## src/hdl/rate_gen_pkg.sv

```systemverilog
/*
 * Constants, mode encodings and decode helpers for the fractional rate generator.
 * Assumes a single oscillator-rate clock shared by every user of this package.
 */
package rate_gen_pkg;
    // Reset values of the three divisor registers
    localparam logic [7:0] DIV_LOW_RST = 8'h01;
    localparam logic [7:0] DIV_HIGH_RST = 8'h00;
    localparam logic [7:0] FRAC_MODE_RST = 8'h00;

    // Field layout of the fraction and mode register
    localparam int FRAC_LSB = 0;
    localparam int FRAC_W = 4;
    localparam int MODE_LSB = 4;
    localparam int MODE_W = 2;

    // Oversampling mode encodings
    localparam logic [1:0] MODE_16X = 2'h0;
    localparam logic [1:0] MODE_8X = 2'h1;
    localparam logic [1:0] MODE_4X = 2'h2;

    // Last sample index of one bit for each oversampling factor
    localparam logic [3:0] LAST_16X = 4'hF;
    localparam logic [3:0] LAST_8X = 4'h7;
    localparam logic [3:0] LAST_4X = 4'h3;

    // Prescaler: terminal count for divide by 4
    localparam logic [1:0] PRESCALE4_LAST = 2'h3;

    // Fraction denominator expressed as the accumulator carry point
    localparam logic [4:0] FRAC_ONE = 5'h10;

    function automatic logic [3:0] last_sample(input logic [1:0] mode);
        case (mode)
            MODE_8X: last_sample = LAST_8X;
            MODE_4X: last_sample = LAST_4X;
            default: last_sample = LAST_16X;
        endcase
    endfunction : last_sample
endpackage : rate_gen_pkg

```

## src/hdl/rate_prescaler.sv

```systemverilog
/*
 * Prescaler: one-cycle enable at the oscillator rate, or at a quarter of it.
 * Assumes the select level comes from logic on the same clock.
 */
`timescale 1ns/10ps
module rate_prescaler (
    input wire logic core_clk,
    input wire logic resetn,
    input wire logic div4_sel,
    output logic pre_en
);
    typedef struct packed {
        logic [1:0] cnt;
        logic en;
    } pre_state_t;

    pre_state_t s_q, s_d;

    always_comb begin
        s_d = s_q;
        s_d.cnt = s_q.cnt + 2'h1;
        s_d.en = div4_sel ? (s_q.cnt == rate_gen_pkg::PRESCALE4_LAST) : 1'b1;
    end

    always_ff @(posedge core_clk) begin
        if (!resetn) begin
            s_q <= '0;
        end else begin
            s_q <= s_d;
        end
    end

    assign pre_en = s_q.en;
endmodule : rate_prescaler

```

## src/hdl/fractional_rate_gen.sv

```systemverilog
/*
 * Fractional rate generator for one serial channel: divisor registers, prescaler,
 * integer plus sixteenths divider, and the per-bit oversampling counter.
 * Assumes register writes arrive as one-cycle strobes on the oscillator clock and
 * that the prescale select level comes from the modem control logic.
 */
`timescale 1ns/10ps
module fractional_rate_gen (
    input wire logic core_clk,
    input wire logic resetn,
    input wire logic prescale_sel,
    input wire logic div_low_wr,
    input wire logic div_high_wr,
    input wire logic frac_mode_wr,
    input wire logic [7:0] wr_data,
    output logic [7:0] divisor_low_byte,
    output logic [7:0] divisor_high_byte,
    output logic [7:0] divisor_fraction_and_mode,
    output logic sample_tick,
    output logic bit_tick
);
    typedef struct packed {
        logic [7:0] low;
        logic [7:0] high;
        logic [7:0] frac_mode;
        logic [16:0] cnt;
        logic [3:0] acc;
        logic [3:0] smp;
        logic sample;
        logic bit_end;
    } gen_state_t;

    gen_state_t s_q, s_d;
    logic pre_en;
    logic [15:0] int_div;
    logic [3:0] frac;
    logic [1:0] mode;
    logic [4:0] acc_sum;
    logic [16:0] target;

    rate_prescaler u_prescaler (
        .core_clk(core_clk),
        .resetn(resetn),
        .div4_sel(prescale_sel),
        .pre_en(pre_en)
    );

    always_comb begin
        int_div = {s_q.high, s_q.low};
        frac = s_q.frac_mode[rate_gen_pkg::FRAC_LSB +: rate_gen_pkg::FRAC_W];
        mode = s_q.frac_mode[rate_gen_pkg::MODE_LSB +: rate_gen_pkg::MODE_W];
        acc_sum = {1'b0, s_q.acc} + {1'b0, frac};
        // Carry lengthens this period
        // An integer of zero runs as one so the divider never stalls
        target = {1'b0, (int_div == 16'h0000) ? 16'h0001 : int_div}
            + {16'h0000, (acc_sum >= rate_gen_pkg::FRAC_ONE)};
    end

    always_comb begin
        s_d = s_q;
        s_d.sample = 1'b0;
        s_d.bit_end = 1'b0;
        if (div_low_wr) begin
            s_d.low = wr_data;
        end
        if (div_high_wr) begin
            s_d.high = wr_data;
        end
        if (frac_mode_wr) begin
            s_d.frac_mode = wr_data;
        end
        if (pre_en) begin
            if (s_q.cnt >= target) begin
                s_d.cnt = 17'h00001;
                s_d.acc = acc_sum[3:0];
                s_d.sample = 1'b1;
            end else begin
                s_d.cnt = s_q.cnt + 17'h00001;
            end
        end
        if (s_q.sample) begin
            if (s_q.smp >= rate_gen_pkg::last_sample(mode)) begin
                s_d.smp = 4'h0;
                s_d.bit_end = 1'b1;
            end else begin
                s_d.smp = s_q.smp + 4'h1;
            end
        end
    end

    always_ff @(posedge core_clk) begin
        if (!resetn) begin
            s_q <= '{low: rate_gen_pkg::DIV_LOW_RST, high: rate_gen_pkg::DIV_HIGH_RST,
                     frac_mode: rate_gen_pkg::FRAC_MODE_RST, cnt: 17'h00001,
                     acc: 4'h0, smp: 4'h0, sample: 1'b0, bit_end: 1'b0};
        end else begin
            s_q <= s_d;
        end
    end

    assign sample_tick = s_q.sample;
    assign bit_tick = s_q.bit_end;
    assign divisor_low_byte = s_q.low;
    assign divisor_high_byte = s_q.high;
    assign divisor_fraction_and_mode = s_q.frac_mode;

    // Checking helpers: cycles between ticks, and whether settings held steady
    logic [17:0] gap_q;
    logic seen_q, settled_q, sel_prev_q;
    logic chg;
    assign chg = div_low_wr || div_high_wr || frac_mode_wr || (prescale_sel != sel_prev_q);

    always_ff @(posedge core_clk) begin
        if (!resetn) begin
            gap_q <= 18'h00001;
            seen_q <= 1'b0;
            settled_q <= 1'b0;
            sel_prev_q <= 1'b0;
        end else begin
            sel_prev_q <= prescale_sel;
            gap_q <= sample_tick ? 18'h00001 : gap_q + 18'h00001;
            if (chg) begin
                seen_q <= 1'b0;
                settled_q <= 1'b0;
            end else if (sample_tick) begin
                seen_q <= 1'b1;
                settled_q <= seen_q;
            end
        end
    end
endmodule : fractional_rate_gen

```

## config.mk

```make
export PLATFORM = sky130hd
export DESIGN_NAME = fractional_rate_gen
export DESIGN_NICKNAME = d
export VERILOG_FILES = /design/src/hdl/rate_gen_pkg.sv /design/src/hdl/rate_prescaler.sv /design/src/hdl/fractional_rate_gen.sv
export SDC_FILE = /design/constraint.sdc
export NUM_CORES = 1
export LEC_CHECK = 0
export BUFFER_PORTS_ARGS = -buffer_cell sky130_fd_sc_hd__buf_2
export CORE_ASPECT_RATIO = 1.1
export CORE_MARGIN = 2
export CORE_UTILIZATION = 45
export CTS_CLUSTER_DIAMETER = 40
export DETAILED_ROUTE_END_ITERATION = 8
export PLACE_DENSITY = 0.67
export SLEW_MARGIN = 20
export SYNTH_ARGS = -nofsm -noshare
export SYNTH_HDL_FRONTEND = slang
export SYNTH_SLANG_ARGS = --single-unit
```

## constraint.sdc

```tcl
create_clock -name core_clk -period 3.49 [get_ports core_clk]
set_input_delay 1.047 -clock core_clk [delete_from_list [all_inputs] [get_ports core_clk]]
set_output_delay 1.047 -clock core_clk [all_outputs]
set_load 0.01 [all_outputs]
```

; ---- Word-level counts from Yosys, hierarchy flattened
; Index checks and enable logic that the tools add are counted.
; Widths: inputs -> output; s select.
[totals]
word_cells = 33
input_bits = 14
output_inout_bits = 26
register_bits = 54
[op_classes]
n_mux = 8
order_cmp = 3
n_addsub = 5
reduce_logical = 4
n_eq_ne = 3
[op_table]
columns = operator, n
row1 = $add 16x1->17, 1
row2 = $add 17x1->17 const B, 1
row3 = $ge 17x17->1, 1
row4 = $mux 17, 1
row5 = $logic_not 16->1, 1
row6 = $mux 16, 1
row7 = $mux 4, 2
row8 = $pmux 4 s2, 1
row9 = $reduce_and 2->1, 3
row10 = $add 4x4->5, 1
row11 = $ge 5x5->1 const B, 1
row12 = $add 4x1->4 const B, 1
row13 = $eq 2x2->1 const B, 2
row14 = $ge 4x4->1, 1
row15 = $mux 1, 3
row16 = $add 2x1->2 const B, 1
row17 = $eq 2x1->1 const B, 1

; ---- Depth between registers and ports, before layout
; Gate-level depths: netlist (run 1).
[logic_depth]
ltp_word = 5
ltp_mapped = 19
depth_no_buf = 18

; ---- By module
; From an unflattened synthesis (run 1), not the netlist that was laid out.
[unflattened]
hier_cells = 358
hier_area_um2 = 3129.3
[modules_own_cells]
columns = mod, seq_area_each_um2, cells_each, area_each_um2, n_inst
row1 = fractional_rate_gen, 1021.0, 350, 3029.2, 1
row2 = rate_prescaler, 60.1, 8, 100.1, 1

; ---- Worst setup path after synthesis (run 1)
; OpenSTA, ideal clock, no wires.
[synth_timing]
path_type = flip-flop to flip-flop
startpoint = register s_q (netlist bit divisor_fraction_and_mode[0])
endpoint = register s_q[6] (netlist bit)
t_required_ps = 3418
synth_period_minus_slack_ps = 3390
path_buffers = 0
arrival_time_ps = 3319
setup_slack_ps = 100
setup_ps = 72
path_stages_with_launch = 18
path_cell_list = dfxtp_1 > ha_1 > inv_1 > fa_1 > nor2b_1 > o21ai_0 > nand2b_1 > ha_1 > ha_1 > nand2_1 > xor2_1 > ha_1 > a21o_1 > a21o_1 > a221o_1 > o21a_1 > o21ai_4 > mux2i_1
[synth_between]
elab_chain_cells = 5
[synth_lines]
columns = element, line
row1 = from (decl), fractional_rate_gen.sv:33  ; gen_state_t s_q, s_d;
row2 = from (signal assigned), fractional_rate_gen.sv:93  ; s_q <= '{low: rate_gen_pkg::DIV_LOW_RST, high: rate_gen_pkg::DIV_HIGH_RST,
row3 = $add 4x4->5 *, fractional_rate_gen.sv:52  ; acc_sum = {1'b0, s_q.acc} + {1'b0, frac};
row4 = $ge 5x5->1, fractional_rate_gen.sv:56  ; + {16'h0000, (acc_sum >= rate_gen_pkg::FRAC_ONE)};
row5 = $add 16x1->17, fractional_rate_gen.sv:56
row6 = $ge 17x17->1, fractional_rate_gen.sv:73  ; if (s_q.cnt >= target) begin
row7 = $reduce_and 2->1 (no line), n/a
; Every way passes the cells marked *; elsewhere a longest branch is shown, timed or not.
; A chain may end at the register's enable or synchronous reset.

; ---- Final worst setup path (run 1)
[layout_timing]
startpoint = register s_q[6] (netlist bit)
endpoint = register s_q[6] (netlist bit)
; The elaborated chain is that of the path after synthesis.

==> summary.txt, run 1 <==
Drt
  • DRT iter0 DRCs: 75
  • 1st-pass router iterations: 4
  • Met1 wire length: between 3000 and 4000 um
  • DRC: 0
  • Via count: 2,435
  • Avg WL per Cell: about 14 um
  • Met2 Routed Length: 3140 um
  • Routed WL: ~6500 um
  • Top layer in use: met4
  • Routed wire length on met3: 258 um
  • Detail Route Antenna Nets: 0
  • Vias per cell: 5.26

CTS
  • Clock Sinks: 54
  • Root buffer cell: clkbuf_8
  • TritonCTS buffer count: 5
  • TritonCTS clock tree: done
  • Hold-fix buffers at CTS: 0
  • # H-tree levels: 2
  • Clock latency at the later pin of the worst-skew pair: approximately 320 ps
  • Clock transition at path regs: approximately 100 ps
  • Max Root-Sink Buffers: 2

STA
  • Setup ws final: 28.1 ps
  • Fmax: 0.289 GHz
  • Hold Fails Final Rpt: 0
  • RSZ-0062 raised after global routing: true
  • Setup TNS: 0 ps
  • Slew @ Worst Pin: 561 ps
  • Slew Limit Fails: 0
  • Final Cycle Share: about 100%
  • Worst clock skew: 7.12 ps
  • Final min period: 3460 ps
  • Worst slew margin: 62.6%
  • Setup-failing EPs final: 0

Floorplan
  • IO Pins: 40
  • Die Y: 91.3 um
  • Core Region: 0.00663 mm2
  • Die Span X: 83.3 um
  • Die ar.: 0.00761 mm2
  • Initial Util: 47.0%
  • Row Count: 31

Synthesis
  • Synth Warn #: 0
  • Area contributors post-synth: dfxtp_1 (35%), ha_1 (12%), mux2i_1 (9.0%), nor2_1 (6.0%), xor2_1 (5.9%)
  • Cell accounting for the most synthesized area: dfxtp_1
  • Synth Cell Area: 0.00312 mm2
  • Number of synthesized flops with an enable pin: 0
  • Asr flop ratio synth: 0%
  • FF+latch count, synth: 54
  • Yosys top cell area share: 34.7%
  • Sequential area share after synthesis: around a third
  • Most common cell in the netlist: dfxtp_1
  • Post-synth top flop: dfxtp_1
  • Synthesized area per cell: 8.90 um2
  • Net Count, Synth: 394
  • Mapped Cells: 350
  • Synth cell types: 36
  • Top cells by count, synth: dfxtp_1 (54), nor2_1 (50), ha_1 (29)

Setup path
  • CP max stage cell: dfxtp_2
  • Reg2Reg Setup Slack: 30 ps
  • Setup crit start kind: flip-flop
  • Critical Path AT: 3710 ps
  • Required @ worst endpoint: approximately 3700 ps
  • Worst R2R End: s_q[6]$_SDFFE_PN0P_
  • CP cell instances: ha_4 -> inv_2 -> fa_2 -> nor2b_1 -> o21ai_1 -> nand2b_1 -> ha_2 -> and2_4 -> nand4_1 -> xor2_1 -> ha_2 -> nand4_1 -> nor2_1 -> a221o_1 -> o21a_2 -> o21ai_4 -> mux2i_1
  • Crit path kind: flip-flop to flip-flop
  • Crit-path max cell delay: 380 ps
  • CP endpoint kind: flip-flop
  • R2R depth: 17
  • FF-to-FF Start: s_q[6]$_SDFFE_PN0P_
  • CP max FO: 5

Layout
  • Area grow syn2layout: 13.1%
  • N_diodes: 0
  • Total Nets Final: ~420
  • Layout Cells excl Fill: 463
  • Post-layout util: 53.1%
  • Ratio of cells with drive above 1 in the final layout: around 24%

Worst hold path
  • Worst Hold Path EP: u_prescaler.s_q[1]$_SDFF_PN0_
  • HP Class: flip-flop to flip-flop
  • Worst Hold Depth: 1
  • Worst hold start: u_prescaler.s_q[1]$_SDFF_PN0_

Pwr
  • Power Dens Cells: 345 mW/mm2
  • Clock power share: 31.5%
  • Comb power frac: 13.5%
  • P_sw: 0.349 mW
  • Switching share of power: 28.7%
  • Max VDD drop: 0.284 mV
  • Sequential Power Share: 55.0%
  • LEAKAGE: 1.66 nW
  • Internal Power: 0.866 mW

Place
  • Routability congestion estimate from global placement: 0.852
  • Final HPWL DP: approximately 4800 um
  • Pre-CTS setup slack: -38.5 ps
  • # placed instances: 450
  • # port buffers: 39

Global route
  • Largest net degree at the start of global routing: 20
  • GRT Total Usage: 17.0%
  • Initial antenna violation count: 0
  • Vias in the first global route: 2,253
  • Grt total ovfl: 0
  • First-pass GRT wire length: between 10,000 and 15,000 um

Job
  • Maxcap violations: 0

Status
  • Status: finished, final reports clean
## cells in the final DEF (no fill, tap or decap), types with 9 or more instances in the layout
cell type,synthesis,final
nor2_1,50,50
buf_2,1,39
inv_1,11,9
xnor2_1,10,10
nand2_1,27,25
ha_1,29,25
dfxtp_1,54,52
a21oi_1,14,12
nand3_1,11,10
buf_4,24,17
and3_1,11,10
mux2i_1,28,28
xor2_1,21,21
## critical path, delay by kind of cell, from the launching register on
| family | cells | cell delay, ps |
|---|---|---|
| compound gates | 4 | 930 |
| buf+inv | 1 | 40 |
| mux | 1 | 210 |
| xor+xnor | 1 | 190 |
| flops | 1 | 380 |
| simple gates | 6 | 660 |
| fa+ha+maj | 4 | 1000 |
## flip-flops by register name (all words and copies together) (netlist names)
name                       count
s_q                           25
divisor_fraction_and_mode      8
divisor_high_byte              8
divisor_low_byte               8
u_prescaler.s_q                2
bit_tick                       1
sample_tick                    1
u_prescaler.pre_en             1
## cell type report
cell class              instances  area [um2]
well taps                      82         103
repair buffers                 58         354
fillers                       621        3110
clock inverters                 3        28.8
multi-input cells             250        1850
inverters                      11        41.3
clock buffers                   5        68.8
flip-flops and latches         54        1080
## cell families after synthesis
kind of cell / count (synthesis) / share of synthesized area (%)
flops: 54 / 34.7
fa+ha+maj: 30 / 12.3
simple gates: 129 / 20.0
mux: 28 / 9.00
buf+inv: 46 / 8.71
compound gates: 32 / 6.63
xor+xnor: 31 / 8.71
## power by group through the flow
stage               registers, mW  logic [mW]  clock network [mW]
finish                      0.669       0.164               0.382
global placement            0.681       0.149                   0
CTS                         0.668       0.154               0.387
global route                0.673       0.185               0.417
detailed placement          0.681       0.152                   0
floorplan                   0.672       0.123                   0
## routing by layer
| layer | global-route usage [%] | vias to the layer above |
|---|---|---|
| li1 | - | 1227 |
| met4 | 5.19 | 0 |
| met1 | 22.1 | 1152 |
| met5 | 0 | - |
| met2 | 28.4 | 47 |
| met3 | 3.45 | 9 |
## through the flow
stage               hold WS [ps]  power (mW)  cell area (um2)
global route                 436        1.27             3520
CTS                          429        1.21             3410
global placement             406       0.830             3300
floorplan                    399       0.794             3120
detailed placement           413       0.834             3300
finish                       429        1.22             3520
## how the worst max path moves through the flow
stage                                                    startpoint             endpoint  depth (start not counted)  slack, ps
after CTS                 divisor_fraction_and_mode[0]$_SDFFE_PN0P_  s_q[6]$_SDFFE_PN0P_                         17         10
after global placement    divisor_fraction_and_mode[0]$_SDFFE_PN0P_  s_q[7]$_SDFFE_PN0P_                         19         40
after detailed placement  divisor_fraction_and_mode[0]$_SDFFE_PN0P_  s_q[7]$_SDFFE_PN0P_                         18        -40
final                                           s_q[6]$_SDFFE_PN0P_  s_q[6]$_SDFFE_PN0P_                         17         30
after floorplan           divisor_fraction_and_mode[0]$_SDFFE_PN0P_  s_q[6]$_SDFFE_PN0P_                         17        100
after global routing                            s_q[6]$_SDFFE_PN0P_  s_q[9]$_SDFFE_PN0P_                         17       -180
## what timing repair did
item,CTS,global route
buffers inserted,0,5
pin swaps,2,13
endpoints found under the setup margin,20,22
gates cloned,0,0
resized for setup,5,22
(Power assumes the default switching activity.)
==> inputs of run 2 (changes only) <==
--- a/config.mk
+++ b/config.mk
@@ -11,7 +11,7 @@
 export CORE_UTILIZATION = 45
 export CTS_CLUSTER_DIAMETER = 40
 export DETAILED_ROUTE_END_ITERATION = 8
-export PLACE_DENSITY = 0.67
+export GPL_ROUTABILITY_DRIVEN = 0
 export SLEW_MARGIN = 20
 export SYNTH_ARGS = -nofsm -noshare
 export SYNTH_HDL_FRONTEND = slang
==> constraint.sdc (replaced) <==
create_clock -name core_clk -period 4 [get_ports core_clk]
set_input_delay 1.2 -clock core_clk [delete_from_list [all_inputs] [get_ports core_clk]]
set_output_delay 1.2 -clock core_clk [all_outputs]
set_load 0.01 [all_outputs]
==> run 2 against run 1 <==
Net effect:
- via count fell by 6.8%
- critical path type unchanged
- fmax fell by 5.2%
- cell count fell by 3.9%
- wire length fell by 2.9%
- sequential power fell by 13%
- largest power group unchanged
- worst hold slack got worse by 1.3 ps
- flip-flop and latch count did not move
- global-route usage rose by 0.20 points
- utilization fell by 3.4 points
- total power fell by 14%
- design area fell by 6.4%
- largest cell class unchanged
==> summary.txt, run 2 (synthesis gave the netlist of run 1 again) <==
Pwr
  • Internal Power: 0.756 mW (-13%)
  • Switching share of power: 27.5% (-1.3 points)
  • P_sw: 0.286 mW (-18%)
  • Comb power frac: 11.8% (-1.7 points)
  • Sequential Power Share: 56.1% (+1.1 points)
  • Max VDD drop: 0.192 mV (-32%)
  • Clock power share: 32.1% (+0.6 points)
  • Power Dens Cells: 316 mW/mm2 (-8.4%)
  • LEAKAGE: 1.56 nW (-6.1%)

Drt
  • DRT iter0 DRCs: 88 (+17%)
  • Detail Route Antenna Nets: 0 (unchanged)
  • Routed WL: 6300 um (-2.9%)
  • 1st-pass router iterations: 4 (unchanged)
  • Avg WL per Cell: 14.2 um (+0.98%)
  • Vias per cell: 5.10 (-3.0%)
  • Via count: 2,270 (-6.8%)
  • DRC: 0 (unchanged)

Setup path
  • Required @ worst endpoint: 4250 ps (+510 ps)
  • FF-to-FF Start: divisor_fraction_and_mode[0]$_SDFFE_PN0P_
  • Crit path kind: flip-flop to flip-flop
  • Setup crit start kind: flip-flop
  • Critical Path AT: 3900 ps (+190 ps)
  • Worst R2R End: s_q[8]$_SDFFE_PN0P_
  • CP max FO: 6 (+1)
  • CP endpoint kind: flip-flop
  • R2R depth: 17 (unchanged)
  • Reg2Reg Setup Slack: 350 ps (+320 ps)

CTS
  • # Post-CTS Setup Buffers: 0 (unchanged)
  • # H-tree levels: 2 (unchanged)
  • Max Root-Sink Buffers: 2 (unchanged)
  • TritonCTS buffer count: 5 (unchanged)
  • Clock Sinks: 54 (unchanged)
  • Clock latency at the later pin of the worst-skew pair: 310 ps (about the same)
  • Root buffer cell: clkbuf_8
  • TritonCTS clock tree: done
  • Clock transition at path regs: 100 ps (about the same)

Floorplan
  • Die Y: 91.3 um (unchanged)
  • Die ar.: 0.00761 mm2 (unchanged)
  • Initial Util: 47.0% (unchanged)
  • Core Region: 0.00663 mm2 (unchanged)
  • IO Pins: 40 (unchanged)
  • Die Span X: 83.3 um (unchanged)
  • Row Count: 31 (unchanged)

Layout
  • Layout Cells excl Fill: 445 (-3.9%)
  • Fillcell total: 632 (+1.8%)
  • Max reg flops: 25 (unchanged)
  • Ratio of cells with drive above 1 in the final layout: 15.2% (-9.0 points)
  • Design Area, Final: 0.00330 mm2 (-6.4%)
  • Most frequent cells in the layout: dfxtp_1 (54), nor2_1 (50), buf_2 (39), mux2i_1 (28), ha_1 (28)
  • Commonest non-fill, non-tap cell in the layout: dfxtp_1
  • Area grow syn2layout: 5.90%
  • Largest Register: s_q
  • Total Nets Final: 406 (-4.2%)
  • N_diodes: 0 (unchanged)

Place
  • Pre-CTS setup slack: 287 ps (+326 ps)
  • # port buffers: 39 (unchanged)
  • # placed instances: 437 (-2.9%)
  • Dpl cell area: 0.00319 mm2 (-3.3%)
  • Final HPWL DP: 4810 um (-0.38%)

STA
  • Fmax: 0.274 GHz (-5.2%)
  • Setup-failing EPs final: 0 (unchanged)
  • Final Cycle Share: 91.2% (-7.9 points)
  • Setup TNS: 0 ps (unchanged)
  • RSZ-0062 raised after global routing: false
  • Setup ws final: 350 ps (+322 ps)
  • Final min period: 3650 ps (+188 ps)
  • Hold Fails Final Rpt: 0 (unchanged)
  • Slew @ Worst Pin: 1030 ps (+470 ps)
  • Worst slew margin: 31.2% (-31 points)
  • Worst clock skew: 5.51 ps (-1.61 ps)
  • Slew Limit Fails: 0 (unchanged)
  • Fin Hold WS: 428 ps (-1.28 ps)

Worst hold path
  • Worst hold start: u_prescaler.s_q[1]$_SDFF_PN0_
  • Worst Hold Depth: 1 (unchanged)
  • Worst Hold Path EP: u_prescaler.s_q[1]$_SDFF_PN0_
  • HP Class: flip-flop to flip-flop

Global route
  • GRT Total Usage: 17.2% (+0.20 points)
  • Initial antenna violation count: 0 (unchanged)
  • Vias in the first global route: 2,144 (-4.8%)
  • First-pass GRT wire length: 10,500 um (-1.7%)
  • Grt total ovfl: 0 (unchanged)
  • Largest net degree at the start of global routing: 33 (+65%)

Status
  • Status: finished, final reports clean

Job
  • Maxcap violations: 0 (unchanged)
## run 2: how the worst max path moves through the flow
stage	depth (start not counted)	start	slack, ps	to
final	17	divisor_fraction_and_mode[0]$_SDFFE_PN0P_	350	s_q[8]$_SDFFE_PN0P_
after floorplan	17	divisor_fraction_and_mode[0]$_SDFFE_PN0P_	610	s_q[6]$_SDFFE_PN0P_
after CTS	17	divisor_fraction_and_mode[0]$_SDFFE_PN0P_	260	s_q[20]$_SDFFE_PN0P_
after global routing	17	divisor_fraction_and_mode[0]$_SDFFE_PN0P_	30	s_q[6]$_SDFFE_PN0P_
after global placement	17	divisor_fraction_and_mode[0]$_SDFFE_PN0P_	370	s_q[9]$_SDFFE_PN0P_
after detailed placement	17	divisor_fraction_and_mode[0]$_SDFFE_PN0P_	290	s_q[25]$_SDFFE_PN0P_
## run 2: through the flow
step | utilization [%] | total power [mW]
floorplan | - | 0.693
global placement | 48.1 | 0.719
detailed placement | 48.1 | 0.722
CTS | 49.6 | 1.06
global route | 49.7 | 1.09
finish | 49.7 | 1.04
## run 2: layout make-up
class | count | area (um2) | share of cell area [%]
clock buffer | 6 | 82.6 | 2.50
clock inverter | 2 | 16.3 | 0.493
inverter | 11 | 41.3 | 1.25
multi-input combinational | 250 | 1770 | 53.7
sequential | 54 | 1080 | 32.8
tap | 82 | 103 | 3.11
timing repair buffer | 40 | 203 | 6.14
## run 2: timing repair
action	4_1_cts	5_1_grt
gates resized for setup	0	2
hold buffers	0	0
setup endpoints to repair	0	18
endpoints found under the hold margin	0	0
## run 2: critical path: stages, from the launching register on
cell and delay (ps):
dfxtp_1 370, ha_1 180, inv_1 50, fa_1 390
nor2b_1 110, o21ai_0 80, nand2b_1 80, ha_1 160
ha_2 230, nand2_1 80, xor2_1 150, ha_1 300
a21o_1 180, a21o_1 170, a221o_1 370, o21a_1 240
o21ai_4 240, mux2i_1 200
## run 2: metal layers
metal / routed length [um] / up-vias / track usage, %
met1: 3140 / 1048 / 22.7
met2: 2940 / 24 / 28.6
met4: 70 / 0 / 5.74
met3: 146 / 5 / 2.82
met5: 0 / - / 0
li1: - / 1193 / -
## run 2: power groups by stage
stage / clock network [mW] / logic, mW / registers, mW
floorplan: 0 / 0.107 / 0.586
global placement: 0 / 0.122 / 0.597
detailed placement: 0 / 0.124 / 0.597
CTS: 0.346 / 0.125 / 0.585
global route: 0.367 / 0.139 / 0.588
finish: 0.334 / 0.123 / 0.585
